<file path="src/rtl/dac_consts.vh">
`ifndef DAC_CONSTS_VH
`define DAC_CONSTS_VH

// ==========================================================
// Serial frame layout
`define FRAME_BITS      24
`define FRAME_PHASE_MAX 5'd23
`define FB_RW           23
`define FB_REG_HI       21
`define FB_REG_LO       19
`define FB_ADR_HI       18
`define FB_ADR_LO       16
`define FB_DATA_HI      15

// ==========================================================
// Register select and channel address codes
`define REG_FUNC        3'b000
`define REG_DATA        3'b010
`define REG_COARSE      3'b011
`define REG_FINE        3'b100
`define REG_OFFSET      3'b101
`define ADR_A           3'b000
`define ADR_B           3'b001
`define ADR_BOTH        3'b100

// ==========================================================
// Function register operations and fields
`define FN_NOP          3'b000
`define FN_CTRL         3'b001
`define FN_CLEAR        3'b100
`define FN_LOAD         3'b101
`define FN_CTRL_W       6
`define FN_OUT_OFF_BIT  0
`define FN_CTRL_RESET   6'h00

// ==========================================================
// Codes
`define ZERO_CODE       16'h0000
`define SIGN_FLIP       16'h8000
`define FINE_MASK       16'h003f

// ==========================================================
// Word store types
`define TYPE_DATA       2'd0
`define TYPE_COARSE     2'd1
`define TYPE_FINE       2'd2
`define TYPE_OFFSET     2'd3

// ==========================================================
// APB map
`define A_CTRL          8'h00
`define A_STATUS        8'h04
`define A_DAC_A         8'h08
`define A_DAC_B         8'h0c
`define A_FRAMES        8'h10
`define A_BAD           8'h14
`define A_FUNC          8'h18
`define CTRL_LINK_EN    0
`define CTRL_CLEAR      1
`define CTRL_LOAD       2
`define CTRL_RESET      1'b1

`endif

</file>
<file path="src/rtl/dac_serial_ctrl.v">
`timescale 1ns/1ns
`include "dac_consts.vh"

// Contract
// Shift serial_in MSB first into 24-bit register on clock while frame low.
// Host frame carries rw, reserved zero, select, address and 16 data bits.
// Bit 23 rw, bit 22 zero, then select, address, data 15..0.
// Reset loads zero code and clamps outputs until an update happens.
// Load strobe or clear after power-up drives outputs from held zero code.
// Coding select low means twos complement, high means offset binary.
// Falling frame select begins a frame.
// Exactly 24 falling clock edges per frame; other counts make it invalid. The code accepts any nonzero multiple of 24.
// Invalid frame leaves registers and outputs untouched.
// Rising frame select moves the word into the addressed register.
// Host keeps frame low for exact edge count, continuous or burst clock.
// Host returns frame select low to begin the next transfer.
// Past 24 pulses bits ripple to serial_out, changing on rising clock edges.
// Chain of n devices gets 24n clocks, then frame select rises.
// Rising frame select latches the word and blocks shifting until it falls.
// Host clears serial_out_off_bit before asking for readback.
// serial_out_off_bit resets cleared, so serial_out is enabled.
// rw set selects a register for reading; its data bits are ignored.
// Next frame shifts the selected register out on serial_out.
// Fine gain readback sits in data bits 5 to 0.
// Select 000 is the function register; address and data pick the function.
// Load strobe low during shifting updates the addressed output at frame end.
// Load strobe high during shifting: all outputs update on its later fall.
// Load function updates both converter registers and outputs.
// Clear fall sets 0 V in twos complement, negative full scale in binary.
// Outputs keep the cleared value after clear rises until new load.
// Clear low at power-on updates all outputs with the clear value.
// Serial clear command acts like the clear pin.
module dac_serial_ctrl (
	input  wire        CLK,           // Core clock, 100 MHz
	input  wire        RSTN,          // Synchronous reset, active low
	input  wire        CE,            // Clock enable, freezes all state when low
	input  wire        PSEL,          // APB select
	input  wire        PENABLE,       // APB access phase
	input  wire        PWRITE,        // APB direction
	input  wire [7:0]  PADDR,         // APB byte address
	input  wire [31:0] PWDATA,        // APB write data
	output reg  [31:0] PRDATA,        // APB read data
	output reg         PREADY,        // APB ready
	output reg         PSLVERR,       // APB error on unmapped address
	input  wire        SER_CLK,       // Serial clock pin
	input  wire        FRAME_SEL_N,   // Frame select pin, active low
	input  wire        SERIAL_IN,     // Serial data in
	input  wire        LOAD_STROBE_N, // Load strobe pin, active low
	input  wire        CLEAR_N,       // Clear pin, active low
	input  wire        CODING_SELECT, // Low twos complement, high offset binary
	output reg         SERIAL_OUT,    // Serial data out
	output reg         SERIAL_OUT_EN, // Serial out driven while high
	output reg  [15:0] DAC_A_CODE,    // Straight-binary ladder code, channel A
	output reg  [15:0] DAC_B_CODE,    // Straight-binary ladder code, channel B
	output reg         OUT_CLAMP      // Outputs clamped to 0 V while high
);
	// ==========================================================
	// States and helpers
	localparam [1:0] ST_IDLE  = 2'b01;
	localparam [1:0] ST_SHIFT = 2'b10;

	// Map a register select onto a store type; bit 2 flags a real register
	function [2:0] store_type;
		input [2:0] sel;
		begin
			case (sel)
				`REG_DATA:   store_type = {1'b1, `TYPE_DATA};
				`REG_COARSE: store_type = {1'b1, `TYPE_COARSE};
				`REG_FINE:   store_type = {1'b1, `TYPE_FINE};
				`REG_OFFSET: store_type = {1'b1, `TYPE_OFFSET};
				default:     store_type = 3'b000;
			endcase
		end
	endfunction

	// Channel hit mask for an address field
	function [1:0] chan_hit;
		input [2:0] adr;
		begin
			case (adr)
				`ADR_A:    chan_hit = 2'b01;
				`ADR_B:    chan_hit = 2'b10;
				`ADR_BOTH: chan_hit = 2'b11;
				default:   chan_hit = 2'b00;
			endcase
		end
	endfunction

	// ==========================================================
	// Pin synchronisers
	wire [4:0] pin_lvl;
	wire [4:0] pin_rise;
	wire [4:0] pin_fall;

	// Reset value high keeps the idle pins quiet; a low clear pin at
	// power-on shows as a fall once it reaches the second flop
	pin_sync #(
		.W       (5),
		.RST_VAL (1'b1)
	) u_sync (
		.clk   (CLK),
		.rstn  (RSTN),
		.ce    (CE),
		.pins  ({CLEAR_N, LOAD_STROBE_N, SERIAL_IN, FRAME_SEL_N, SER_CLK}),
		.level (pin_lvl),
		.rise  (pin_rise),
		.fall  (pin_fall)
	);

	// Coding strap synchronised on its own so it may reset low
	wire coding_lvl;
	pin_sync #(
		.W       (1),
		.RST_VAL (1'b0)
	) u_sync_coding (
		.clk   (CLK),
		.rstn  (RSTN),
		.ce    (CE),
		.pins  (CODING_SELECT),
		.level (coding_lvl),
		.rise  (),
		.fall  ()
	);

	wire sclk_rise = pin_rise[0];
	wire sclk_fall = pin_fall[0];
	wire fs_fall   = pin_fall[1];
	wire fs_rise   = pin_rise[1];
	wire sin_lvl   = pin_lvl[2];
	wire load_lvl  = pin_lvl[3];
	wire load_fall = pin_fall[3];
	wire clr_fall  = pin_fall[4];

	// ==========================================================
	// Registers
	reg [1:0]             state_q;
	reg [23:0]            shreg_q;
	reg [4:0]             phase_q;
	reg                   full_q;
	reg                   rd_pend_q;
	reg [5:0]             rd_sel_q;
	reg [`FN_CTRL_W-1:0]  fn_ctrl_q;
	reg [15:0]            dac_q [0:1];
	reg [15:0]            in_q [0:1];
	reg                   link_en_q;
	reg [15:0]            frames_q;
	reg [15:0]            bad_q;
	reg                   sw_clear_q;
	reg                   sw_load_q;

	// ==========================================================
	// Frame decode at frame end
	wire        frame_end = (state_q == ST_SHIFT) && fs_rise;
	wire        frame_ok  = full_q && (phase_q == 5'd0);
	wire        take      = frame_end && frame_ok;
	wire        f_rw      = shreg_q[`FB_RW];
	wire [2:0]  f_reg     = shreg_q[`FB_REG_HI:`FB_REG_LO];
	wire [2:0]  f_adr     = shreg_q[`FB_ADR_HI:`FB_ADR_LO];
	wire [15:0] f_data    = shreg_q[`FB_DATA_HI:0];
	wire [2:0]  f_type    = store_type(f_reg);
	wire [1:0]  f_hit     = chan_hit(f_adr);
	wire        is_func   = (f_reg == `REG_FUNC);

	wire wr_store  = take && !f_rw && f_type[2];
	wire [1:0] wr_ch = wr_store ? f_hit : 2'b00;
	wire fn_ctrl_w = take && !f_rw && is_func && (f_adr == `FN_CTRL);
	wire fn_clear  = take && !f_rw && is_func && (f_adr == `FN_CLEAR);
	wire fn_load   = take && !f_rw && is_func && (f_adr == `FN_LOAD);

	// Load strobe held low while shifting updates the written channel
	wire [1:0] upd_one = (wr_store && (f_type[1:0] == `TYPE_DATA) && !load_lvl)
		? f_hit : 2'b00;
	wire upd_all = load_fall || fn_load || sw_load_q;
	wire do_clr  = clr_fall || fn_clear || sw_clear_q;

	// ==========================================================
	// Per-channel stores for input, coarse, fine and offset words
	wire [1:0]  rd_type = rd_sel_q[5:4];
	wire [15:0] st_rd [0:1];
	genvar c;
	generate
		for (c = 0; c < 2; c = c + 1) begin : g_chan
			word_store #(
				.DW (16),
				.AW (2)
			) u_store (
				.clk     (CLK),
				.rstn    (RSTN),
				.ce      (CE),
				.wr_en   (wr_ch[c]),
				.wr_idx  (f_type[1:0]),
				.wr_data (f_data),
				.rd_idx  (rd_type),
				.rd_data (st_rd[c])
			);
		end
	endgenerate

	// Readback word for the next frame; fine gain holds six bits only
	reg [15:0] rb_word;
	always @* begin
		rb_word = 16'h0000;
		if (rd_sel_q[3]) begin
			rb_word = (rd_sel_q[2] ? st_rd[1] : st_rd[0]);
			if (rd_type == `TYPE_FINE) begin
				rb_word = rb_word & `FINE_MASK;
			end
		end else if (rd_sel_q[1]) begin
			rb_word = {{(16-`FN_CTRL_W){1'b0}}, fn_ctrl_q};
		end
	end

	// ==========================================================
	// Frame state machine, shifter and serial out
	always @(posedge CLK) begin
		if (!RSTN) begin
			state_q    <= ST_IDLE;
			shreg_q    <= 24'h000000;
			phase_q    <= 5'd0;
			full_q     <= 1'b0;
			rd_pend_q  <= 1'b0;
			SERIAL_OUT <= 1'b0;
		end else if (CE) begin
			case (state_q)
				ST_IDLE: begin
					// Shifting stays blocked until frame select falls again
					if (fs_fall && link_en_q) begin
						state_q <= ST_SHIFT;
						phase_q <= 5'd0;
						full_q  <= 1'b0;
						if (rd_pend_q) begin
							shreg_q    <= {8'h00, rb_word};
							SERIAL_OUT <= 1'b0;
							rd_pend_q  <= 1'b0;
						end else begin
							SERIAL_OUT <= shreg_q[23];
						end
					end
				end
				ST_SHIFT: begin
					if (fs_rise) begin
						state_q <= ST_IDLE;
					end else if (sclk_fall) begin
						shreg_q <= {shreg_q[22:0], sin_lvl};
						if (phase_q == `FRAME_PHASE_MAX) begin
							phase_q <= 5'd0;
							full_q  <= 1'b1;
						end else begin
							phase_q <= phase_q + 5'd1;
						end
					end else if (sclk_rise) begin
						SERIAL_OUT <= shreg_q[23];
					end
					// Read request only names the register to return
					if (take && f_rw) begin
						rd_pend_q <= 1'b1;
					end
				end
				default: begin
					state_q <= ST_IDLE;
				end
			endcase
		end
	end

	// Selection captured by a read request
	always @(posedge CLK) begin
		if (!RSTN) begin
			rd_sel_q <= 6'h00;
		end else if (CE && take && f_rw) begin
			rd_sel_q <= {f_type[1:0], f_type[2], f_hit[1] & ~f_hit[0],
				is_func && (f_adr == `FN_CTRL), 1'b0};
		end
	end

	// ==========================================================
	// Function control bits; serial out held off in reset, enabled from the next cycle
	always @(posedge CLK) begin
		if (!RSTN) begin
			fn_ctrl_q     <= `FN_CTRL_RESET;
			SERIAL_OUT_EN <= 1'b0;
		end else if (CE) begin
			if (fn_ctrl_w) begin
				fn_ctrl_q <= f_data[`FN_CTRL_W-1:0];
			end
			SERIAL_OUT_EN <= ~fn_ctrl_q[`FN_OUT_OFF_BIT];
		end
	end

	// ==========================================================
	// Converter registers; clear outranks any load in the same cycle
	integer ch;
	always @(posedge CLK) begin
		if (!RSTN) begin
			dac_q[0]  <= `ZERO_CODE;
			dac_q[1]  <= `ZERO_CODE;
			in_q[0]   <= `ZERO_CODE;
			in_q[1]   <= `ZERO_CODE;
			OUT_CLAMP <= 1'b1;
		end else if (CE) begin
			for (ch = 0; ch < 2; ch = ch + 1) begin
				if (do_clr) begin
					dac_q[ch] <= `ZERO_CODE;
				end else if (upd_one[ch]) begin
					dac_q[ch] <= f_data;
				end else if (upd_all) begin
					dac_q[ch] <= in_q[ch];
				end
				if (wr_ch[ch] && (f_type[1:0] == `TYPE_DATA)) begin
					in_q[ch] <= f_data;
				end
			end
			// Any update releases the clamp; the held value then stays
			if (do_clr || upd_all || (upd_one != 2'b00)) begin
				OUT_CLAMP <= 1'b0;
			end
		end
	end

	// Ladder wants straight binary, so twos complement flips the sign bit
	always @(posedge CLK) begin
		if (!RSTN) begin
			DAC_A_CODE <= `SIGN_FLIP;
			DAC_B_CODE <= `SIGN_FLIP;
		end else if (CE) begin
			DAC_A_CODE <= coding_lvl ? dac_q[0] : (dac_q[0] ^ `SIGN_FLIP);
			DAC_B_CODE <= coding_lvl ? dac_q[1] : (dac_q[1] ^ `SIGN_FLIP);
		end
	end

	// ==========================================================
	// Frame counters for software
	always @(posedge CLK) begin
		if (!RSTN) begin
			frames_q <= 16'h0000;
			bad_q    <= 16'h0000;
		end else if (CE && frame_end) begin
			if (frame_ok) begin
				frames_q <= frames_q + 16'h0001;
			end else begin
				bad_q <= bad_q + 16'h0001;
			end
		end
	end

	// ==========================================================
	// APB slave: one wait state, then ready for one cycle
	wire apb_acc = PSEL && PENABLE;
	wire apb_hit = (PADDR == `A_CTRL) || (PADDR == `A_STATUS) ||
		(PADDR == `A_DAC_A) || (PADDR == `A_DAC_B) || (PADDR == `A_FRAMES) ||
		(PADDR == `A_BAD) || (PADDR == `A_FUNC);
	wire apb_wr  = apb_acc && PREADY && PWRITE && (PADDR == `A_CTRL);

	reg [31:0] rd_mux;
	always @* begin
		rd_mux = 32'h00000000;
		case (PADDR)
			`A_CTRL:   rd_mux = {31'h00000000, link_en_q};
			`A_STATUS: rd_mux = {27'h0000000, state_q == ST_SHIFT,
				rd_pend_q, fn_ctrl_q[`FN_OUT_OFF_BIT], coding_lvl, OUT_CLAMP};
			`A_DAC_A:  rd_mux = {16'h0000, dac_q[0]};
			`A_DAC_B:  rd_mux = {16'h0000, dac_q[1]};
			`A_FRAMES: rd_mux = {16'h0000, frames_q};
			`A_BAD:    rd_mux = {16'h0000, bad_q};
			`A_FUNC:   rd_mux = {26'h0000000, fn_ctrl_q};
			default:   rd_mux = 32'h00000000;
		endcase
	end

	// Answer and software strobes; strobes last exactly one cycle
	always @(posedge CLK) begin
		if (!RSTN) begin
			PREADY     <= 1'b0;
			PSLVERR    <= 1'b0;
			PRDATA     <= 32'h00000000;
			link_en_q  <= `CTRL_RESET;
			sw_clear_q <= 1'b0;
			sw_load_q  <= 1'b0;
		end else if (CE) begin
			sw_clear_q <= 1'b0;
			sw_load_q  <= 1'b0;
			if (apb_acc && !PREADY) begin
				PREADY  <= 1'b1;
				PSLVERR <= ~apb_hit;
				PRDATA  <= (PWRITE || !apb_hit) ? 32'h00000000 : rd_mux;
			end else begin
				PREADY  <= 1'b0;
				PSLVERR <= 1'b0;
			end
			if (apb_wr) begin
				link_en_q  <= PWDATA[`CTRL_LINK_EN];
				sw_clear_q <= PWDATA[`CTRL_CLEAR];
				sw_load_q  <= PWDATA[`CTRL_LOAD];
			end
		end
	end
endmodule // dac_serial_ctrl

</file>
<file path="src/rtl/pin_sync.v">
`timescale 1ns/1ns
// ==========================================================
// Two-flop synchroniser with edge detection behind it
module pin_sync #(
	parameter W       = 1,
	parameter RST_VAL = 1'b1
) (
	input  wire         clk,   // Core clock
	input  wire         rstn,  // Synchronous reset, active low
	input  wire         ce,    // Clock enable
	input  wire [W-1:0] pins,  // Asynchronous inputs
	output wire [W-1:0] level, // Synchronised level
	output wire [W-1:0] rise,  // One-cycle pulse on rising edge
	output wire [W-1:0] fall   // One-cycle pulse on falling edge
);
	genvar i;
	generate
		for (i = 0; i < W; i = i + 1) begin : g_bit
			reg meta_q;
			reg sync_q;
			reg prev_q;
			// First flop feeds only the second one
			always @(posedge clk) begin
				if (!rstn) begin
					meta_q <= RST_VAL;
					sync_q <= RST_VAL;
					prev_q <= RST_VAL;
				end else if (ce) begin
					meta_q <= pins[i];
					sync_q <= meta_q;
					prev_q <= sync_q;
				end
			end
			assign level[i] = sync_q;
			assign rise[i]  = sync_q & ~prev_q;
			assign fall[i]  = ~sync_q & prev_q;
		end
	endgenerate
endmodule // pin_sync

</file>
<file path="src/rtl/word_store.v">
`timescale 1ns/1ns
// ==========================================================
// Small flop store, one write port and one read port
module word_store #(
	parameter DW = 16,
	parameter AW = 2
) (
	input  wire          clk,     // Core clock
	input  wire          rstn,    // Synchronous reset, active low
	input  wire          ce,      // Clock enable
	input  wire          wr_en,   // Write strobe
	input  wire [AW-1:0] wr_idx,  // Write index
	input  wire [DW-1:0] wr_data, // Write data
	input  wire [AW-1:0] rd_idx,  // Read index
	output wire [DW-1:0] rd_data  // Read data, combinational
);
	reg [DW-1:0] mem_q [0:(1<<AW)-1];
	integer k;
	// Everything powers up at zero
	always @(posedge clk) begin
		if (!rstn) begin
			for (k = 0; k < (1<<AW); k = k + 1) begin
				mem_q[k] <= {DW{1'b0}};
			end
		end else if (ce && wr_en) begin
			mem_q[wr_idx] <= wr_data;
		end
	end
	assign rd_data = mem_q[rd_idx];
endmodule // word_store

</file>
<file path="config.mk">
export PLATFORM = sky130hd
export DESIGN_NAME = dac_serial_ctrl
export DESIGN_NICKNAME = d
export VERILOG_FILES = /design/src/rtl/dac_serial_ctrl.v /design/src/rtl/pin_sync.v /design/src/rtl/word_store.v
export VERILOG_INCLUDE_DIRS = /design/src /design/src/rtl
export SDC_FILE = /design/constraint.sdc
export NUM_CORES = 1
export LEC_CHECK = 0
export BUFFER_PORTS_ARGS = -buffer_cell sky130_fd_sc_hd__buf_2
export CAP_MARGIN = 10
export CORE_MARGIN = 4
export CORE_UTILIZATION = 35
export CTS_CLUSTER_DIAMETER = 200
export DETAILED_ROUTE_END_ITERATION = 6
export REMOVE_ABC_BUFFERS = 1
export SYNTH_ARGS = -nofsm -noshare
export SYNTH_HDL_FRONTEND = slang
export SYNTH_SLANG_ARGS = --single-unit
export TNS_END_PERCENT = 100
</file>
<file path="constraint.sdc">
create_clock -name CLK -period 3.86 [get_ports CLK]
set_input_delay 0.965 -clock CLK [delete_from_list [all_inputs] [get_ports CLK]]
set_output_delay 0.965 -clock CLK [all_outputs]
set_load 0.01 [all_outputs]
</file>
Word-level counts from Yosys, hierarchy flattened
Memories as Yosys holds them, arrays and structs flattened. A register that Yosys moved wholly into a read port is not among the register bits.
Index checks and enable logic that the tools add are counted.
- bits in registers: 164
- bits in writable memories: 192
- input bits: 52
- output and inout bits: 69
- word-level logic and storage cells: 260
- memories: 4
- add/sub/neg operators: 3
- equality and inequality tests: 26
- muxes and demuxes: 100
- bitwise logic cells: 27
- reduce and logical (&&, ||, !) cells: 64
- memories (name ; depth ; bits a word ; read ports ; clocked after Yosys merged registers in ; write ports ; RTL line ; RTL):
    g_chan[0].u_store.mem_q ; 4 ; 16 ; 1 ; 1 ; 4 ; word_store.v:17 ; reg [DW-1:0] mem_q [0:(1<<AW)-1];
    g_chan[1].u_store.mem_q ; 4 ; 16 ; 1 ; 1 ; 4 ; word_store.v:17 ;
    dac_q ; 2 ; 16 ; 2 ; 0 ; 2 ; dac_serial_ctrl.v:143 ; reg [15:0] dac_q [0:1];
    in_q ; 2 ; 16 ; 2 ; 0 ; 2 ; dac_serial_ctrl.v:144 ; reg [15:0] in_q [0:1];
- operators by type and width (operator ; number):
    $mux 16 ; 15
    $pmux 16 s7 ; 1
    $mux 24 ; 4
    $mux 1 ; 56
    $pmux 24 s2 ; 1
    $add 16x1->16 const B ; 2
    $mux 32 ; 1
    $reduce_or 16->1 ; 2
    $logic_and 1x1->1 ; 26
    $eq 8x5->1 const B ; 3
    $mux 2 ; 10
    $mux 5 ; 4
    $reduce_and 6->1 ; 3
    $eq 8x4->1 const B ; 2
    $ne 2x2->1 const B ; 7
    $logic_or 1x1->1 ; 13
    $eq 3x3->1 const B ; 4
    $not 1->1 ; 12
    $pmux 3 s4 ; 1
    $reduce_and 2->1 ; 6
    $pmux 5 s2 ; 1
    $eq 8x3->1 const B ; 1
    $logic_not 8->1 ; 1
    $or 1x1->1 ; 8
    other kinds (20) ; 36

Depth between registers and ports, before layout
Gate-level depths: netlist (run 1).
- word-level depth: 16
- depth in mapped cells: 10
- gate-level depth less buffers: 7

Modules after synthesis
Synthesis (run 1) repeated with hierarchy kept, for this count alone.
- cells, all modules: 1345
- area total of the unflattened synthesis: 15593.7 µm²
- modules (own cells, without submodules) (module ; instances ; cells an instance ; area each (µm²) ; seq. area each (µm²)):
    dac_serial_ctrl ; 1 ; 911 ; 9336.5 ; 4564.4
    word_store ; 2 ; 180 ; 2742.6 ; 1921.8
    pin_sync at u_sync ; 1 ; 63 ; 650.6 ; 300.3
    pin_sync at u_sync_coding ; 1 ; 11 ; 121.4 ; 60.1

Worst setup path before layout (run 1)
Ideal clock, no wire load.
- path kind: input port to flip-flop
- start point: input CE
- end point: memory g_chan[1].u_store.mem_q[3][0] (enable)
- library setup time: 411 ps
- data arrival time: 3214 ps
- required time: 3449 ps
- slack: 234 ps
- stages on the path: 6
- path buffers: 2
- path through: buf_2 -> nand4b_1 -> nor3_2 -> buf_2 -> nand2_1 -> o21ai_0
- RTL lines (element ; RTL line ; RTL):
    start, declared ; dac_serial_ctrl.v:36 ; input wire CE,
    end, declared ; word_store.v:17 ;

==> impl_metrics.csv, run 1 <==
group,metric,value,unit
clocking,insertion_delay,530,ps
drt,drt_iter0_drc,923,
die,die_area,0.0458,mm2
grt,grt_usage,0.153,
drt,met3WireLength,1.94,mm
sta,fmax,343,MHz
critical_path,max_stage_delay,1000,ps
drt,ant_nets,0,
clocking,cts_resized,0,
power_and_ir_drop,ir_drop,319,uV
sta,rsz0062_at_grt,"false",
sta,finalCritPeriodShare,0.755,
yosys,synth_area,0.0149,mm2
die,io_pins,121,
power_and_ir_drop,leakage,5.74,nW
yosys,synthTopCellsByCount,"nor2_1, edfxtp_1, dfxtp_1",
grt,grt_pass1_vias,10100,
worst_hold_path,min_path_type,"reg2reg",
sta,worst_slew_pin_slew,1230,ps
sta,period_minus_slack,2920,ps
yosys,yosys.area.top_type,"edfxtp_1",
critical_path,crit_path_end_kind,"flop",
placement,io_buffers,75,
yosys,ys_seq_elements,342,
sta,slew_violations,0,
yosys,seq_area_frac_synth,0.590,
yosys,yosysWarnings,0,
placement,dpl.cell_count,1883,
worst_hold_path,hp-start,"PRDATA[15]",
clocking,cts_setup_buffers,0,
clocking,cts.hold.buffers_added,0,
critical_path,r2r_end,"dac_q[1][11]",
finish,final_cells,1950,
yosys,netlist.area_leader.share,0.388,
clocking,clkTransAtPathRegs,60,ps
finish,area_growth,13.9,%
grt,grt_pass1_wl,57.0,mm
drt,wl,36.1,mm
critical_path,worstReg2RegStart,"shreg_q[20]",
finish,layout-drive-gt1-share,0.140,
yosys,synth_area_per_cell,11.3,um2
yosys,synth_edf_count,192,
clocking,cts_tree,"done",
yosys,synth_ff_type,"edfxtp_1",
placement,gp_congestion,0.810,
drt,post-route-drc-count,0,
grt,antenna_found_initial,0,
sta,setup_tns,0,ps
placement,dpl_worst_slack,668,ps
run,maxCapViolations,0,
grt,grt_max_degree,80,
finish,nets,1442,
critical_path,cp_data_arrival_time,3290,ps
yosys,syn_inst,1315,
yosys,ys_types,68,
clocking,cts.htree.levels,2,
finish,diodes,0,
clocking,cts-root-buf,"clkbuf_16",
sta,hold_violations,0,
grt,grt_overflow,0,
die,design.core.area,0.0419,mm2
sta,fin_ws,945,ps
worst_hold_path,whs_path_depth,2,
die,num_rows,75,
clocking,clock_path_buffers,3,
drt,drt-met1-wl,16.0,mm
sta,skew,21.4,ps
critical_path,reg2reg_slack,940,ps
placement,hpwl,24.2,mm
clocking,clock_sinks,342,
critical_path,path_max_fanout,16,
critical_path,r2r_cells,7,
critical_path,crit_type,"reg2reg",
critical_path,required,4240,ps
status,outcome,"finished clean",
finish,post-route-util,0.404,
sta,setup_viol,0,
clocking,numCtsBuffers,37,
drt,routed-wl-met2,17.5,mm
drt,dr_total_vias,10400,
worst_hold_path,hold-path-endpoint,"PRDATA[15]",
yosys,synthTopCellsByArea,"edfxtp_1, dfxtp_1, mux2i_1, nor2_1, mux4_2",
yosys,async_flop_share,0,
critical_path,crit_path_cell_trace,"inv_1, ha_1, or3_4, a21oi_2, nand2_1, nor3_2, a32o_1",
power_and_ir_drop,powerDensity,454,mW/mm2
sta,relSlewSlack,0.175,
drt,drt_first_pass_iters,5,
die,floorplan.die.height,214,um
die,start_util,0.354,
die,die_w,214,um
yosys,yosysMostFrequentCell,"nor2_1",
drt,viasPerCell,5.32,
drt,highest_layer,"met4",
critical_path,crit_slowest_cell,"nor3_2",
critical_path,start_kind,"flop",
drt,post_drt_wl_per_cell,18.5,um
[logic make-up after synthesis]
family,Yosys count,synth area share
AO/OA/AOI/OAI,206,0.0982
XOR/XNOR,30,0.0177
adder cells (fa/ha/maj),7,0.00589
buffers and inverters,115,0.0362
flip-flops,342,0.590
multiplexers,117,0.0958
other,1,0.000252
AND/OR/NAND/NOR,497,0.156
[per-stage QoR]
step | cell area, um2 | power, W | hold WS [ps]
after detailed placement | 15800 | 0.00443 | 451
after CTS | 16900 | 0.00780 | 464
after floorplan | 14500 | 0.00427 | 427
after global routing | 16900 | 0.00797 | 493
final | 16900 | 0.00769 | 458
after global placement | 15800 | 0.00442 | 439
[power by group]
part           switching, W  leakage, nW  internal [W]
Sequential        0.0000593         3.07       0.00397
Combinational      0.000207         2.12      0.000109
Clock               0.00141        0.558       0.00193
Total               0.00168         5.74       0.00602
[critical path, delay by kind of cell (launching register included)]
family / cells / cell delay, ps
and+or+nand+nor: 3 / 1480
AOI/OAI and AO/OA: 2 / 500
DFF: 1 / 410
adders and majority gates: 1 / 320
buffers and inverters: 1 / 70
[metal layers]
layer	GRT usage	vias to the layer above
met5	0	-
met3	0.0281	53
li1	-	4928
met1	0.205	5097
met4	0.0357	0
met2	0.260	287
[worst max-delay path by stage]
| stage | to | start | slack (ps) | cells past startpoint |
|---|---|---|---|---|
| finish | dac_q[1][11] | shreg_q[20] | 940 | 7 |
| global route | dac_q[1][11] | shreg_q[20] | 780 | 7 |
| CTS | dac_q[1][11] | shreg_q[20] | 940 | 7 |
| detailed placement | dac_q[1][12] | CE | 670 | 6 |
| global placement | in_q[0][26] | CE | 580 | 5 |
| floorplan | g_chan[1].u_store.mem_q[3][0] | state_q[0] | -260 | 6 |
[area by class of cell]
class / instances / area [um2]
clock buffer: 48 / 1020
tap: 539 / 674
sequential: 342 / 8770
multi-input combinational: 873 / 5620
inverter: 21 / 78.8
timing repair buffer: 108 / 651
fill: 4002 / 25000
clock inverter: 19 / 119
[cells in the final DEF, fill, tap and decap left out, types with 20 or more instances in the layout]
master	synthesis	routed
nor2_1	226	226
edfxtp_1	192	192
dfxtp_1	150	149
nand2_1	107	107
mux2i_1	95	95
buf_2	13	74
nand3_1	45	45
a21oi_1	43	43
clkbuf_16	0	39
o21ai_0	37	35
a32o_1	32	32
buf_4	16	32
a22oi_1	31	31
inv_1	20	20
and2_1	20	20
mux4_2	20	20
[flip-flops by register name, summed over array words and instances, names as in the netlist, 16 cells and up, named ones only]
signal                cells
shreg_q                  24
in_q                     32
frames_q                 16
DAC_A_CODE               16
bad_q                    16
DAC_B_CODE               16
dac_q                    32
PRDATA                   16
g_chan.u_store.mem_q    128
No activity file was read; power rests on OpenSTA's default activity.
==> run 2: changes to the inputs <==
- clock period: 3.86 -> 2.7 ns (I/O delays scaled with it)
==> impl_metrics.csv, run 2 (synthesized netlist as in run 1, its figures left out) <==
group,metric,value,unit
sta,period_minus_slack,2520,ps
critical_path,start_kind,"flop",
placement,dpl_worst_slack,200,ps
die,design.core.area,0.0419,mm2
clocking,cts_tree,"done",
drt,wl,36.9,mm
finish,area_growth,16.4,%
drt,drt_iter0_drc,791,
die,io_pins,121,
finish,nets,1467,
grt,grt_usage,0.155,
drt,viasPerCell,5.30,
critical_path,crit_path_end_kind,"flop",
clocking,cts_setup_buffers,0,
sta,skew,14.5,ps
sta,hold_violations,0,
critical_path,path_max_fanout,16,
sta,setup_viol,0,
critical_path,worstReg2RegStart,"shreg_q[20]",
clocking,clkTransAtPathRegs,60,ps
finish,final_common_cell,"nor2_1",
sta,finalCritPeriodShare,0.932,
placement,hpwl,24.9,mm
sta,slew_violations,0,
placement,gp_congestion,0.851,
sta,worst_slew_pin_slew,620,ps
drt,dr_total_vias,10500,
finish,final_cell_mix,"nor2_1, edfxtp_1, dfxtp_1, nand2_1, mux2i_1",
power_and_ir_drop,powerDensity,655,mW/mm2
drt,ant_nets,0,
grt,grt_pass1_wl,57.9,mm
critical_path,worstSetupStartpoint,"shreg_q[20]",
clocking,cts_resized,0,
die,start_util,0.354,
clocking,clock_sinks,342,
critical_path,cp_data_arrival_time,2790,ps
power_and_ir_drop,leakage,5.94,nW
grt,grt_overflow,0,
finish,fillers,3936,
clocking,numCtsBuffers,38,
grt,antenna_found_initial,0,
sta,setup_tns,0,ps
die,num_rows,75,
finish,layout-drive-gt1-share,0.157,
drt,post_drt_wl_per_cell,18.7,um
die,die_w,214,um
clocking,clock_path_buffers,3,
placement,post_dp_cell_area,0.0161,mm2
sta,worst_hold_slack,365,ps
clocking,cts-root-buf,"clkbuf_16",
finish,post-route-cell-area,0.0173,mm2
grt,grt_max_degree,63,
finish,biggestRegsByFlops,"g_chan.u_store.mem_q (128), dac_q (32), in_q (32)",
grt,grt_pass1_vias,10400,
finish,largest_register,"g_chan.u_store.mem_q",
sta,fmax,397,MHz
sta,fin_ws,182,ps
finish,largest_reg_flops,128,
critical_path,crit_type,"reg2reg",
critical_path,required,2970,ps
placement,io_buffers,75,
sta,rsz0062_at_grt,"false",
clocking,insertion_delay,530,ps
drt,drt_first_pass_iters,5,
clocking,cts.hold.buffers_added,0,
clocking,cts.htree.levels,2,
run,maxCapViolations,0,
die,die_area,0.0458,mm2
status,outcome,"finished clean",
die,floorplan.die.height,214,um
sta,relSlewSlack,0.587,
worst_hold_path,min_path_type,"in2reg",
worst_hold_path,hp-start,"FRAME_SEL_N",
power_and_ir_drop,ir_drop,375,uV
drt,post-route-drc-count,0,
finish,diodes,0,
run 2: power by group:
part | internal (W) | total, W | switching (W)
combinational | 0.000189 | 0.000495 | 0.000307
sequential | 0.00568 | 0.00576 | 0.0000847
clock | 0.00304 | 0.00508 | 0.00204
run 2: per-layer routing:
metal / global-route usage / up-vias / routed length, um
met5: 0 / - / 0
li1: - / 4972 / -
met4: 0.0432 / 0 / 872
met3: 0.0275 / 55 / 1940
met2: 0.268 / 263 / 17800
met1: 0.203 / 5185 / 16200
run 2: final timing paths:
path,endpoint,cells after the start,slack (ps)
max reg2reg,dac_q[1][8],7,180
min reg2reg,PRDATA[13],2,460
min,u_sync.g_bit[1].meta_q,3,360
max,dac_q[1][8],7,180
run 2: area by class of cell:
type | count | area, um2 | area share
sequential | 342 | 8770 | 0.507
multi-input combinational | 873 | 5620 | 0.325
clock buffer | 54 | 1070 | 0.0616
timing repair buffer | 132 | 943 | 0.0545
tap | 539 | 674 | 0.0390
clock inverter | 14 | 148 | 0.00853
inverter | 21 | 78.8 | 0.00456
run 2: through the flow:
stage / total power [W] / std cells / util
6_report: 0.0113 / 1975 / 0.412
5_1_grt: 0.0117 / 1975 / 0.412
4_1_cts: 0.0115 / 1975 / 0.412
3_5_place_dp: 0.00638 / 1907 / 0.383
3_3_place_gp: 0.00636 / 1907 / 0.383
2_1_floorplan: 0.00610 / 1236 / -
run 2: critical path: stages, from the launching register on:
cell and delay, ps:
dfxtp_1 390, inv_1 70, ha_1 320, or3_4 350
a21oi_2 300, nand2_1 140, o21ba_2 380, a32o_1 320
==> run 3: changes to the inputs <==
- PLACE_DENSITY: unset -> 0.53
==> impl_metrics.csv, run 3 (synthesized netlist as in run 1, its figures left out) <==
group,metric,value,unit
critical_path,worstReg2RegStart,"phase_q[0]",
sta,setup_viol,0,
clocking,clock_sinks,342,
clocking,cts_tree,"done",
placement,hpwl,25.2,mm
grt,grt_pass1_wl,58.5,mm
finish,largest_reg_flops,128,
drt,drt_first_pass_iters,6,
finish,nets,1474,
drt,routed-wl-met2,17.6,mm
drt,wl,37.4,mm
sta,worst_slew_pin_slew,840,ps
finish,fillers,4045,
drt,viasPerCell,5.20,
sta,skew,13.7,ps
die,start_util,0.354,
drt,drt_iter0_drc,707,
run,maxCapViolations,0,
clocking,numCtsBuffers,39,
sta,hold_violations,0,
drt,dr_total_vias,10300,
die,io_pins,121,
placement,post_dp_cell_area,0.0161,mm2
finish,final_cell_mix,"nor2_1, edfxtp_1, dfxtp_1, nand2_1, mux2i_1",
grt,grt_pass1_vias,10300,
status,outcome,"finished clean",
grt,antenna_found_initial,0,
critical_path,worstSetupStartpoint,"phase_q[0]",
finish,area_growth,16.7,%
die,design.core.area,0.0419,mm2
critical_path,start_kind,"flop",
clocking,cts.htree.levels,2,
worst_hold_path,min_path_type,"in2reg",
finish,largest_register,"g_chan.u_store.mem_q",
sta,fin_ws,238,ps
drt,post_drt_wl_per_cell,18.9,um
power_and_ir_drop,ir_drop,348,uV
drt,ant_nets,0,
drt,highest_layer,"met4",
placement,dpl_worst_slack,-19.7,ps
sta,fmax,406,MHz
clocking,insertion_delay,530,ps
clocking,cts_setup_buffers,0,
sta,period_minus_slack,2460,ps
die,num_rows,75,
sta,relSlewSlack,0.440,
placement,gp_congestion,0.824,
critical_path,required,2980,ps
die,die_w,214,um
finish,final_common_cell,"nor2_1",
critical_path,crit_slowest_cell,"dfxtp_1",
sta,finalCritPeriodShare,0.912,
finish,diodes,0,
clocking,clkTransAtPathRegs,50,ps
die,die_area,0.0458,mm2
critical_path,crit_path_end_kind,"flop",
placement,io_buffers,75,
sta,rsz0062_at_grt,"false",
clocking,cts-root-buf,"clkbuf_16",
worst_hold_path,hp-start,"SERIAL_IN",
finish,biggestRegsByFlops,"g_chan.u_store.mem_q (128), dac_q (32), in_q (32)",
power_and_ir_drop,powerDensity,648,mW/mm2
critical_path,max_stage_delay,360,ps
critical_path,cp_data_arrival_time,2740,ps
critical_path,crit_path_cell_trace,"inv_1, ha_1, and4bb_2, nand3_1, o21ai_1, buf_4, o21ba_2, a32o_1",
critical_path,path_max_fanout,16,
critical_path,crit_type,"reg2reg",
clocking,clock_path_buffers,3,
drt,drt-met1-wl,17.4,mm
sta,slew_violations,0,
grt,grt_usage,0.158,
grt,grt_max_degree,76,
die,floorplan.die.height,214,um
finish,post-route-cell-area,0.0173,mm2
grt,grt_overflow,0,
drt,post-route-drc-count,0,
drt,met3WireLength,1.58,mm
finish,layout-drive-gt1-share,0.158,
power_and_ir_drop,leakage,5.97,nW
==> run 3: cell type report <==
cell class | instances | area [um2] | area share
Timing Repair Buffer | 138 | 1000 | 0.0577
Inverter | 21 | 78.8 | 0.00455
Multi-Input combinational cell | 873 | 5630 | 0.324
Tap cell | 539 | 674 | 0.0389
Clock inverter | 12 | 103 | 0.00592
Sequential cell | 342 | 8770 | 0.506
Clock buffer | 57 | 1080 | 0.0626
==> run 3: final timing paths <==
kind	depth (start not counted)	slack [ps]	to
worst max register to register	8	240	dac_q[1][13]
worst min-delay path	3	360	u_sync.g_bit[2].meta_q
worst max-delay path	8	240	dac_q[1][13]
worst min register to register	2	460	PRDATA[15]
==> run 3: worst max-delay path: cells and delay by family (launching register included) <==
kind / cells / cell delay [ps]
AOI/OAI and AO/OA: 3 / 930
DFF: 1 / 360
and+or+nand+nor: 2 / 480
adders and majority gates: 1 / 160
buffers and inverters: 2 / 280
==> run 3: report_power, final <==
group	switching (W)	internal (W)	leakage (nW)	total, W
Sequential	0.0000843	0.00568	3.07	0.00577
Combinational	0.000309	0.000189	2.32	0.000497
Clock	0.00208	0.00289	0.578	0.00497
Total	0.00247	0.00876	5.97	0.0112
==> run 3: repair_timing <==
action                     in CTS  in global routing
setup endpoints to repair      16                  0
hold buffers                    0                  0
gates resized for setup         1                  0
==> run 3: routing by layer <==
| metal | global-route usage | vias up |
|---|---|---|
| li1 | - | 4992 |
| met1 | 0.213 | 5051 |
| met2 | 0.265 | 206 |
| met3 | 0.0278 | 55 |
| met4 | 0.0376 | 0 |
| met5 | 0 | - |
==> run 3: stage by stage <==
step / instances / hold slack, ps / TNS [ps] / util / total power [W]
finish: 1982 / 364 / 0 / 0.413 / 0.0112
global route: 1982 / 355 / 0 / 0.413 / 0.0116
CTS: 1982 / 347 / 0 / 0.413 / 0.0114
detailed placement: 1913 / 448 / -56.2 / 0.385 / 0.00638
global placement: 1912 / 445 / -4320 / 0.385 / 0.00637
floorplan: 1236 / 427 / -174250 / - / 0.00610
